`src/ors_pkg.sv`:
```
/*
 * Constants for the oscillator reference select block: register
 * addresses, field positions, reset values and source codes.
 * Assumes an 8-bit register port with 16-bit byte addresses.
 */
package ors_pkg;

   // ************************************************************
   // Bus geometry
   // ************************************************************
   localparam int ORS_ADDR_W = 16;
   localparam int ORS_DATA_W = 8;

   // ************************************************************
   // Register addresses
   // ************************************************************
   localparam logic [ORS_ADDR_W-1:0] ORS_CFG2_ADDR = 16'hffff & 16'h001d;
   localparam logic [ORS_ADDR_W-1:0] ORS_OPT_ADDR = 16'hffcf;
   localparam logic [ORS_ADDR_W-1:0] ORS_STATUS_ADDR = 16'h001e;

   // ************************************************************
   // Field positions
   // ************************************************************
   localparam int ORS_OPT_SEL_LO = 0;
   localparam int ORS_OPT_SEL_HI = 1;
   localparam int ORS_CFG2_TB_LO = 0;
   localparam int ORS_CFG2_TB_HI = 1;
   localparam int ORS_CFG2_STOP_INT_OFF = 2;
   localparam int ORS_CFG2_STOP_XT_KEEP = 3;
   localparam int ORS_CFG2_STOP_RC_KEEP = 4;
   localparam logic [ORS_DATA_W-1:0] ORS_CFG2_WMASK = 8'h1f;

   // ************************************************************
   // Reset values
   // ************************************************************
   localparam logic [ORS_DATA_W-1:0] ORS_CFG2_RESET = 8'h00;
   localparam logic [ORS_DATA_W-1:0] ORS_OPT_RESET = 8'h00;
   localparam logic [ORS_DATA_W-1:0] ORS_ZERO = 8'h00;

   // ************************************************************
   // Source codes and source indices
   // ************************************************************
   localparam logic [1:0] ORS_MAIN_UNUSED = 2'h0;
   localparam logic [1:0] ORS_MAIN_INT = 2'h1;
   localparam logic [1:0] ORS_MAIN_RC = 2'h2;
   localparam logic [1:0] ORS_MAIN_XT = 2'h3;
   localparam logic [1:0] ORS_TB_INT = 2'h0;
   localparam logic [1:0] ORS_TB_RC = 2'h1;
   localparam logic [1:0] ORS_TB_XT = 2'h2;
   localparam logic [1:0] ORS_TB_UNUSED = 2'h3;
   localparam int ORS_SRC_INT = 0;
   localparam int ORS_SRC_RC = 1;
   localparam int ORS_SRC_XT = 2;
   localparam int ORS_NSRC = 3;

endpackage : ors_pkg
```
`src/ors_osc_select.sv`:
```
/*
 * Reference clock selection for the oscillator unit: main reference,
 * timebase and watchdog clock paths, oscillator enables, output pin
 * and the two configuration registers.
 * Assumes oscillator levels arrive asynchronously and are sampled by a
 * much faster ref_clk; stop mode, the oscillator enable, the bus clock
 * level and the option byte come from logic on ref_clk.
 */
// Strobed register access was decided locally.
`timescale 1ns/10ps

// Functional notes
// - Option byte field picks main reference source
// - Main select field lives at FFCF
// - Output pin: inverted crystal, bus clock for internal/RC, low for unused code
// - RC code drives main; internal stays available
// - Internal code drives main reference
// - Config two field picks timebase source
// - Config two sits at 001D
// - RC/crystal reach timebase only if main
// - RC and crystal never enabled together
// - Internal oscillator runs from reset onward
// - Internal stops in stop only if asked
// - Watchdog always clocked by internal oscillator
// - Main reference feeds generator and subsystems
// - System enable gates all three oscillators
// - Stop halts RC/crystal unless keep bit
module ors_osc_select (
   input wire logic ref_clk,
   input wire logic rst,
   input wire logic [ors_pkg::ORS_ADDR_W-1:0] reg_addr,
   input wire logic [ors_pkg::ORS_DATA_W-1:0] reg_wdata,
   input wire logic reg_wr,
   input wire logic reg_rd,
   output logic [ors_pkg::ORS_DATA_W-1:0] reg_rdata,
   input wire logic [ors_pkg::ORS_DATA_W-1:0] option_byte_in,
   input wire logic osc_enable_from_sysint,
   input wire logic stop_mode,
   input wire logic bus_clock,
   input wire logic internal_osc_clock,
   input wire logic rc_osc_clock,
   input wire logic crystal_osc_clock,
   output logic main_ref_clock,
   output logic pll_ref_clock,
   output logic timebase_clock,
   output logic watchdog_clock,
   output logic osc_output_pin,
   output logic internal_osc_enable,
   output logic rc_osc_enable,
   output logic crystal_osc_enable
);
   import ors_pkg::*;

   // ************************************************************
   // State
   // ************************************************************
   typedef struct packed {
      logic [ORS_NSRC-1:0] src_s1;
      logic [ORS_NSRC-1:0] src_s2;
      logic [ORS_DATA_W-1:0] cfg2;
      logic [ORS_DATA_W-1:0] opt;
      logic opt_loaded;
      logic [ORS_DATA_W-1:0] rdata;
      logic main_ref;
      logic pll_ref;
      logic tb;
      logic wd;
      logic osc_out;
      logic int_en;
      logic rc_en;
      logic xt_en;
   } ors_state_t;

   ors_state_t state_reg;
   ors_state_t state_next;

   logic [1:0] main_sel;
   logic [1:0] tb_sel;
   logic int_run;
   logic rc_run;
   logic xt_run;
   logic int_clk;
   logic rc_clk;
   logic xt_clk;
   logic main_clk;

   // ************************************************************
   // Selection and enables
   // ************************************************************
   always_comb begin
      // Until the option byte is captured the code reads as unused
      main_sel = state_reg.opt[ORS_OPT_SEL_HI:ORS_OPT_SEL_LO];
      tb_sel = state_reg.cfg2[ORS_CFG2_TB_HI:ORS_CFG2_TB_LO];

      // Internal source ignores main select; stops on system disable or in stop with disable bit
      int_run = osc_enable_from_sysint
         & ~(stop_mode & state_reg.cfg2[ORS_CFG2_STOP_INT_OFF]);
      // One select code per source, so RC and crystal never both run
      rc_run = osc_enable_from_sysint & (main_sel == ORS_MAIN_RC)
         & ~(stop_mode & ~state_reg.cfg2[ORS_CFG2_STOP_RC_KEEP]);
      xt_run = osc_enable_from_sysint & (main_sel == ORS_MAIN_XT)
         & ~(stop_mode & ~state_reg.cfg2[ORS_CFG2_STOP_XT_KEEP]);

      int_clk = state_reg.src_s2[ORS_SRC_INT] & state_reg.int_en;
      rc_clk = state_reg.src_s2[ORS_SRC_RC] & state_reg.rc_en;
      xt_clk = state_reg.src_s2[ORS_SRC_XT] & state_reg.xt_en;

      case (main_sel)
         ORS_MAIN_INT: begin
            main_clk = int_clk;
         end
         ORS_MAIN_RC: begin
            main_clk = rc_clk;
         end
         ORS_MAIN_XT: begin
            main_clk = xt_clk;
         end
         default: begin
            main_clk = 1'b0;
         end
      endcase
   end

   // ************************************************************
   // Next state
   // ************************************************************
   always_comb begin
      state_next = state_reg;

      // Two-stage sampling of the asynchronous oscillator levels
      state_next.src_s1 = {crystal_osc_clock, rc_osc_clock, internal_osc_clock};
      state_next.src_s2 = state_reg.src_s1;

      // Option byte is non-volatile: caught once after reset release
      if (!state_reg.opt_loaded) begin
         state_next.opt = option_byte_in;
         state_next.opt_loaded = 1'b1;
      end

      if (reg_wr && (reg_addr == ORS_CFG2_ADDR)) begin
         state_next.cfg2 = reg_wdata & ORS_CFG2_WMASK;
      end

      // Read data stands only in the cycle after the strobe
      state_next.rdata = ORS_ZERO;
      if (reg_rd) begin
         case (reg_addr)
            ORS_CFG2_ADDR: begin
               state_next.rdata = state_reg.cfg2;
            end
            ORS_OPT_ADDR: begin
               state_next.rdata = state_reg.opt;
            end
            ORS_STATUS_ADDR: begin
               state_next.rdata = {2'h0, stop_mode, osc_enable_from_sysint,
                  state_reg.src_s2 & {state_reg.xt_en, state_reg.rc_en, state_reg.int_en},
                  state_reg.opt_loaded};
            end
            default: begin
               state_next.rdata = ORS_ZERO;
            end
         endcase
      end

      state_next.int_en = int_run;
      state_next.rc_en = rc_run;
      state_next.xt_en = xt_run;

      // Generator and PLL share the buffered main reference
      state_next.main_ref = main_clk;
      state_next.pll_ref = main_clk;
      state_next.wd = int_clk;

      // Non-main external sources are not offered to the timebase
      case (tb_sel)
         ORS_TB_INT: begin
            state_next.tb = int_clk;
         end
         ORS_TB_RC: begin
            state_next.tb = (main_sel == ORS_MAIN_RC) & rc_clk;
         end
         ORS_TB_XT: begin
            state_next.tb = (main_sel == ORS_MAIN_XT) & xt_clk;
         end
         default: begin
            state_next.tb = 1'b0;
         end
      endcase

      case (main_sel)
         ORS_MAIN_XT: begin
            state_next.osc_out = ~state_reg.src_s2[ORS_SRC_XT];
         end
         ORS_MAIN_INT, ORS_MAIN_RC: begin
            state_next.osc_out = bus_clock;
         end
         default: begin
            state_next.osc_out = 1'b0;
         end
      endcase
   end

   // ************************************************************
   // Registers
   // ************************************************************
   always_ff @(posedge ref_clk) begin
      if (rst) begin
         state_reg <= '0;
         state_reg.cfg2 <= ORS_CFG2_RESET;
         state_reg.opt <= ORS_OPT_RESET;
      end else begin
         state_reg <= state_next;
      end
   end

   assign reg_rdata = state_reg.rdata;
   assign main_ref_clock = state_reg.main_ref;
   assign pll_ref_clock = state_reg.pll_ref;
   assign timebase_clock = state_reg.tb;
   assign watchdog_clock = state_reg.wd;
   assign osc_output_pin = state_reg.osc_out;
   assign internal_osc_enable = state_reg.int_en;
   assign rc_osc_enable = state_reg.rc_en;
   assign crystal_osc_enable = state_reg.xt_en;

endmodule : ors_osc_select

```
`config.mk`:
```
export PLATFORM = sky130hd
export DESIGN_NAME = ors_osc_select
export DESIGN_NICKNAME = d
export VERILOG_FILES = /design/src/ors_pkg.sv /design/src/ors_osc_select.sv
export SDC_FILE = /design/constraint.sdc
export NUM_CORES = 1
export LEC_CHECK = 0
export ABC_CLOCK_PERIOD_IN_PS = 4800
export BUFFER_PORTS_ARGS = -buffer_cell sky130_fd_sc_hd__buf_2
export CAP_MARGIN = 20
export CORE_MARGIN = 1
export CORE_UTILIZATION = 40
export DETAILED_ROUTE_END_ITERATION = 12
export GPL_TIMING_DRIVEN = 0
export PLACE_DENSITY = 0.68
export SKIP_CTS_REPAIR_TIMING = 1
export SYNTH_ARGS = -nofsm -noshare
export SYNTH_HDL_FRONTEND = slang
export SYNTH_SLANG_ARGS = --single-unit
```
`constraint.sdc`:
```
create_clock -name ref_clk -period 4.8 [get_ports ref_clk]
set_clock_uncertainty 0.05 [all_clocks]
set_input_delay 0 -clock ref_clk [delete_from_list [all_inputs] [get_ports ref_clk]]
set_output_delay 0 -clock ref_clk [all_outputs]
set_load 0.02 [all_outputs]
```
* Word-level counts from Yosys, hierarchy flattened
Index checks and enable logic that the tools add are counted.
** Storage, ports and cells
- Bits in registers :: 35
- Output and inout bits :: 16
- Word-level logic and storage cells :: 50
- Input bits :: 42
** Cells by class
- Multiplexer cells :: 4
- Eq/ne operators :: 8
- Bitwise operators :: 21
- Reduce and logical (&&, ||, !) cells :: 4
** Operators with widths (count)
- $eq A16 B5 Y1 const B :: 2
- $pmux W8 S3 :: 1
- $eq A16 B16 Y1 const B :: 1
- $and A1 B1 Y1 :: 13
- $not A1 Y1 :: 7
- $eq A2 B2 Y1 const B :: 3
- $pmux W1 S3 :: 2
- $eq A2 B1 Y1 const B :: 2
- $reduce_or A2 Y1 :: 2
- $and A3 B3 Y3 :: 1
- $logic_not A2 Y1 :: 1
- $pmux W1 S2 :: 1
- $logic_and A1 B1 Y1 :: 1

* Depth between registers and ports, before layout
Gate-level depths: netlist of run 1.
- Depth in word-level cells :: 4
- Depth in mapped cells :: 6
- Gate-level depth less buffers :: 6

* Worst setup path after synthesis of run 1
Ideal clock, no wire load.
- Path kind :: input to register
- Start :: input reg_addr[5] (netlist name)
- End :: register state_reg[25] (netlist name)
- Path slack :: 3298 ps
- Required time :: 4618 ps
- Path buffers :: 0
- Cell stages on the path :: 4
- Arrival time :: 1320 ps
- Library setup time :: 132 ps
- Path through :: or4b_1 or4_4 o21ai_1 a21oi_1
** Between the ends
- Cells in the longest elaborated chain, start to end :: 2
** RTL lines
- start: declaration :: RTL line ors_osc_select.sv:31 : input wire logic [ors_pkg::ORS_ADDR_W-1:0] reg_addr,
- $eq A16 B5 Y1 :: RTL line ors_osc_select.sv:140 : if (reg_wr && (reg_addr == ORS_CFG2_ADDR)) begin
- $logic_and A1 B1 Y1 :: RTL line ors_osc_select.sv:140
- end signal: assignment :: RTL line ors_osc_select.sv:212 : state_reg <= state_next;
- end: declaration :: RTL line ors_osc_select.sv:74 : ors_state_t state_reg;
No other way between the ends.
A chain may end at the register's enable or synchronous reset.

* Worst setup path after layout of run 1
- Start :: input reg_addr[6] (netlist name)
- End :: register state_reg[28] (netlist name)
The elaborated chain is that of the path after synthesis.

==> impl_metrics.json, run 1 <==
{
  "status": "finished, violations left",
  "failed_checks": "hold timing",
  "synth_fp_nets": 207,
  "synthesis.instances": 161,
  "gp_congestion": 0.788,
  "vias_per_cell": 4.86,
  "cap_violations": 0,
  "final_max_slew_viol_count": 0,
  "place_area_um2": 1810,
  "grt_max_degree": 11,
  "hp-class": "input port to register",
  "synth_cell_types": 30,
  "post-route-period-util_pct": 40.0,
  "finalSetupTns_ns": 0,
  "grt_usage_pct": 18.2,
  "cp_num_buf_inv": 2,
  "critPathLaunchType": "input port",
  "synth_top_cells_by_area": "dfxtp_1 (47%), nand3_1 (7.1%), mux2i_1 (6.7%)",
  "antenna_found_initial": 0,
  "post-route-drc-count": 0,
  "power_leakage_nw": 0.931,
  "area_growth_pct": 41.0,
  "whs_endpoint": "osc_output_pin",
  "io_buffer_count": 53,
  "reg2reg_setup_slack_ns": 3.50,
  "cts-root-buf": "clkbuf_8",
  "ys_ff_latch": 35,
  "regToRegEndpoint": "state_reg[21]",
  "crit_type": "input port to register",
  "ios": 58,
  "fp.dieW_um": 63.0,
  "die_h_um": 63.0,
  "cts_tree": "done",
  "slew_headroom_pct": 57.4,
  "rsz0062_at_grt": "false",
  "final-setup-viol-count": 0,
  "synth_top_area_share_pct": 47.1,
  "routed_wl_mm": 3.55,
  "ant_nets": 0,
  "max_stage_delay_ns": 0.59,
  "path_cells": "buf_2 -> or4_4 -> nor4_4 -> nand3_1 -> dlygate4sd3_1 -> a21oi_1",
  "firstDrtPassIters": 4,
  "rows": 21,
  "stdcell_area_um2": 2100,
  "tightest_slew_ns": 0.639,
  "fmax_mhz": 520,
  "syn_area_per_cell_um2": 9.24,
  "min-delay-start": "bus_clock",
  "largest_register_ffs": 15,
  "syn_area_um2": 1490,
  "grt_first_pass_wirelength_mm": 5.51,
  "clockBufferDepth": 2,
  "power.density_nw_per_um2": 273,
  "hold_violations": 3,
  "cp_slowest_cell": "dlygate4sd3_1",
  "cp_max_fo": 8,
  "routedWlPerCell_um": 12.4,
  "synth_top_area_cell": "dfxtp_1",
  "numCtsBuffers": 5,
  "whs_path_depth": 3,
  "fin_crit_ns": 1.92,
  "yosysSeqAreaShare_pct": 47.1,
  "core-area_um2": 3440,
  "cp-end-kind": "register",
  "num_vias": 1396,
  "required_ns": 4.96,
  "post-route-util_pct": 61.0,
  "overflow": 0,
  "drt-initial-drc-count": 41,
  "start_util_pct": 43.2,
  "clk_latency_ns": 0.29,
  "dpl.hpwl_mm": 2.50,
  "mostFrequentLayoutCell": "buf_2",
  "die-area_um2": 3970,
  "clkSinkCount": 35,
  "grt_pass1_vias": 1227,
  "clkTransAtPathRegs_ns": 0.06,
  "num-nets-final": 287,
  "arrival_ns": 2.08,
  "final_cell_mix": "buf_2 (53), dfxtp_1 (35), nand3_1 (21), dlygate4sd3_1 (20), nor2_1 (16)",
  "critPathTopFamily": "simple AND/OR/NAND/NOR gates",
  "htreeDepth": 2,
  "ys_warn_count": 0,
  "diodes": 0,
  "reg2reg_from": "state_reg[16]",
  "ir_drop_v": 0.000160,
  "reg2regPathDepth": 3,
  "hold_slack_ns": -0.0417,
  "final_layout_size_suffix_gt1_share_pct": 31.5
}
==> cell families after synthesis <==
logic type | count (synthesis) | synth area share [%]
adder cells (fa/ha/maj) | 4 | 3.36
AND/OR/NAND/NOR | 68 | 26.6
flip-flops | 35 | 47.1
multiplexers | 10 | 6.73
buffers and inverters | 25 | 8.58
AO/OA/AOI/OAI | 19 | 7.65
==> metal layers <==
metal / up-vias / part of all wire [%] / global-route usage, %
met5: - / 0 / 0
met4: 0 / 0.82 / 9.59
met3: 4 / 5.9 / 4.93
met2: 58 / 46 / 26.7
met1: 619 / 47 / 24.0
li1: 715 / - / -
==> area by class of cell <==
type                    count  area [um2]
fillers                   313        1340
flip-flops and latches     35         701
multi-input cells         101         659
repair buffers             73         465
plain buffers              15        90.1
clock buffers               6        82.6
well taps                  46        57.6
inverters                  10        37.5
clock inverters             1        5.00
==> synth_stat cells <==
cell / number
dfxtp_1: 35
nand3_1: 21
nor2_1: 16
inv_1: 10
mux2i_1: 10
buf_4: 9
a21oi_1: 8
nor2b_1: 8
nand4_1: 7
clkbuf_1: 5
o21ai_1: 5
ha_1: 4
nand2_1: 3
or4_4: 3
nor3_1: 2
a21boi_0: 1
a22oi_1: 1
a311oi_1: 1
a32oi_1: 1
and3_1: 1
buf_1: 1
nand2b_1: 1
nand4b_1: 1
nor3_2: 1
nor4_2: 1
nor4_4: 1
o211ai_1: 1
o32ai_1: 1
or2_2: 1
or4b_1: 1
==> worst register-to-register path, stage by stage, from the launching register on <==
cell and delay (ns):
dfxtp_1 0.31, clkbuf_1 0.49, mux2i_1 0.27, nor2_1 0.06
==> per-stage QoR <==
stage	cells	power (W)	worst slack (ns)
finish	287	0.000572	2.88
global route	287	0.000600	2.84
CTS	267	0.000565	3.42
detailed placement	260	0.000356	3.12
global placement	260	0.000356	3.14
floorplan	161	0.000332	3.30
==> worst max path at each step <==
stage / cells after the start / startpoint / endpoint
2_1_floorplan: 4 / reg_addr[5] / state_reg[25]
3_3_place_gp: 5 / reg_addr[5] / state_reg[29]
3_5_place_dp: 5 / reg_addr[5] / state_reg[28]
4_1_cts: 5 / reg_addr[5] / state_reg[28]
5_1_grt: 6 / reg_addr[5] / state_reg[29]
6_report: 6 / reg_addr[6] / state_reg[28]
==> power by group <==
group | switching, W | internal [W] | total, W | leakage (nW)
logic | 0.0000269 | 0.0000320 | 0.0000589 | 0.598
registers | 0.00000465 | 0.000298 | 0.000303 | 0.286
clock network | 0.0000978 | 0.000112 | 0.000210 | 0.0470
Note: power is estimated with default switching activity, not from simulation.
==> inputs of run 2 (changes only) <==
ABC_CLOCK_PERIOD_IN_PS = 1700   (was 4800)
PLACE_DENSITY = 0.7   (was 0.68)
clock period = 1.7 ns   (was 4.8 ns; I/O delays follow)
==> impl_metrics.json, run 2 (synthesis results as in run 1) <==
{
  "status": "finished, final reports clean",
  "cp_max_fo": 5,
  "clkTransAtPathRegs_ns": 0.07,
  "post-route-period-util_pct": 81.7,
  "gp_congestion": 0.795,
  "cts-root-buf": "clkbuf_8",
  "post-route-drc-count": 0,
  "hp-class": "input port to register",
  "stdcell_area_um2": 2100,
  "routed_wl_mm": 3.67,
  "finalSetupTns_ns": 0,
  "clkSinkCount": 35,
  "num-fill-cells": 319,
  "numCtsBuffers": 5,
  "cp_slowest_cell": "or4b_1",
  "cp-end-kind": "register",
  "power_leakage_nw": 0.937,
  "die_h_um": 63.0,
  "area_growth_pct": 41.2,
  "ir_drop_v": 0.000614,
  "final_cell_mix": "buf_2 (53), dfxtp_1 (35), nand3_1 (21), dlygate4sd3_1 (19), nor2_1 (16)",
  "rsz0062_at_grt": "false",
  "hold_violations": 0,
  "fin_ws_ns": 0.312,
  "final_layout_size_suffix_gt1_share_pct": 31.5,
  "slew_headroom_pct": 58.4,
  "path_cells": "buf_2 -> or4b_1 -> or4_4 -> o21ai_1 -> a21oi_1",
  "htreeDepth": 2,
  "layoutNonFillerInstCount": 287,
  "start_util_pct": 43.2,
  "post-place-ws_ns": 0.0259,
  "final-setup-viol-count": 0,
  "grt_usage_pct": 18.5,
  "drt-initial-drc-count": 72,
  "required_ns": 1.80,
  "grt_pass1_vias": 1292,
  "grt_first_pass_wirelength_mm": 5.58,
  "vias_per_cell": 4.90,
  "rows": 21,
  "largest_register_ffs": 15,
  "diodes": 0,
  "cts_tree": "done",
  "crit_type": "input port to register",
  "arrival_ns": 1.49,
  "final_max_slew_viol_count": 0,
  "num_vias": 1407,
  "fin_crit_ns": 1.39,
  "clk_latency_ns": 0.28,
  "overflow": 0,
  "clockBufferDepth": 2,
  "place_area_um2": 1810,
  "routedWlPerCell_um": 12.8,
  "tightest_slew_ns": 0.624,
  "cap_violations": 0,
  "die-area_um2": 3970,
  "io_buffer_count": 53,
  "ios": 58,
  "fmax_mhz": 720,
  "dpl.hpwl_mm": 2.54,
  "fp.dieW_um": 63.0,
  "antenna_found_initial": 0,
  "power.density_nw_per_um2": 795,
  "core-area_um2": 3440,
  "grt_max_degree": 11,
  "hold_slack_ns": 0.00398,
  "ant_nets": 0,
  "dp_cells": 260,
  "firstDrtPassIters": 4,
  "critPathLaunchType": "input port",
  "max_stage_delay_ns": 0.61,
  "mostFrequentLayoutCell": "buf_2",
  "num-nets-final": 286
}
## run 2: worst paths after layout
check	from	endpoint	slack, ns	cells after the start
setup / recovery	reg_addr[5]	state_reg[26]	0.31	5
hold / removal	reg_rd	reg_rdata[1]	0.004	3
setup reg to reg	state_reg[16]	state_reg[20]	0.41	3
hold reg to reg	state_reg[23]	reg_rdata[6]	0.38	2
## run 2: worst max-delay path: cells and delay by family
family / cells / cell delay, ns
and+or+nand+nor: 2 / 1.17
buffers and inverters: 1 / 0.10
AOI/OAI and AO/OA: 2 / 0.21
## run 2: report_power, final
part	total (W)	switching [W]	internal, W
clock network	0.000645	0.000276	0.000369
registers	0.000855	0.0000129	0.000842
logic	0.000170	0.0000777	0.0000918
total	0.00167	0.000366	0.00130
## run 2: layer usage
metal | wire length, um | vias to the layer above | share of wire (%) | global-route usage (%)
met5 | 0 | - | 0 | 0
met4 | 103 | 0 | 2.8 | 9.30
met3 | 234 | 8 | 6.4 | 6.75
met2 | 1760 | 56 | 48 | 28.8
met1 | 1570 | 635 | 43 | 22.1
li1 | - | 708 | - | -
## run 2: cell type report
| class | count | area (um2) | share of cell area (%) |
|---|---|---|---|
| plain buffers | 15 | 90.1 | 4.29 |
| clock buffers | 8 | 100 | 4.76 |
| inverters | 10 | 37.5 | 1.79 |
| multi-input cells | 101 | 659 | 31.4 |
| flip-flops and latches | 35 | 701 | 33.4 |
| well taps | 46 | 57.6 | 2.74 |
| repair buffers | 72 | 455 | 21.7 |
## run 2: stage by stage
step / total power, W / util, %
after floorplan: 0.000937 / -
final: 0.00167 / 61.0
after CTS: 0.00165 / 55.5
after global routing: 0.00175 / 61.0
after detailed placement: 0.00101 / 52.6
after global placement: 0.00100 / 52.6
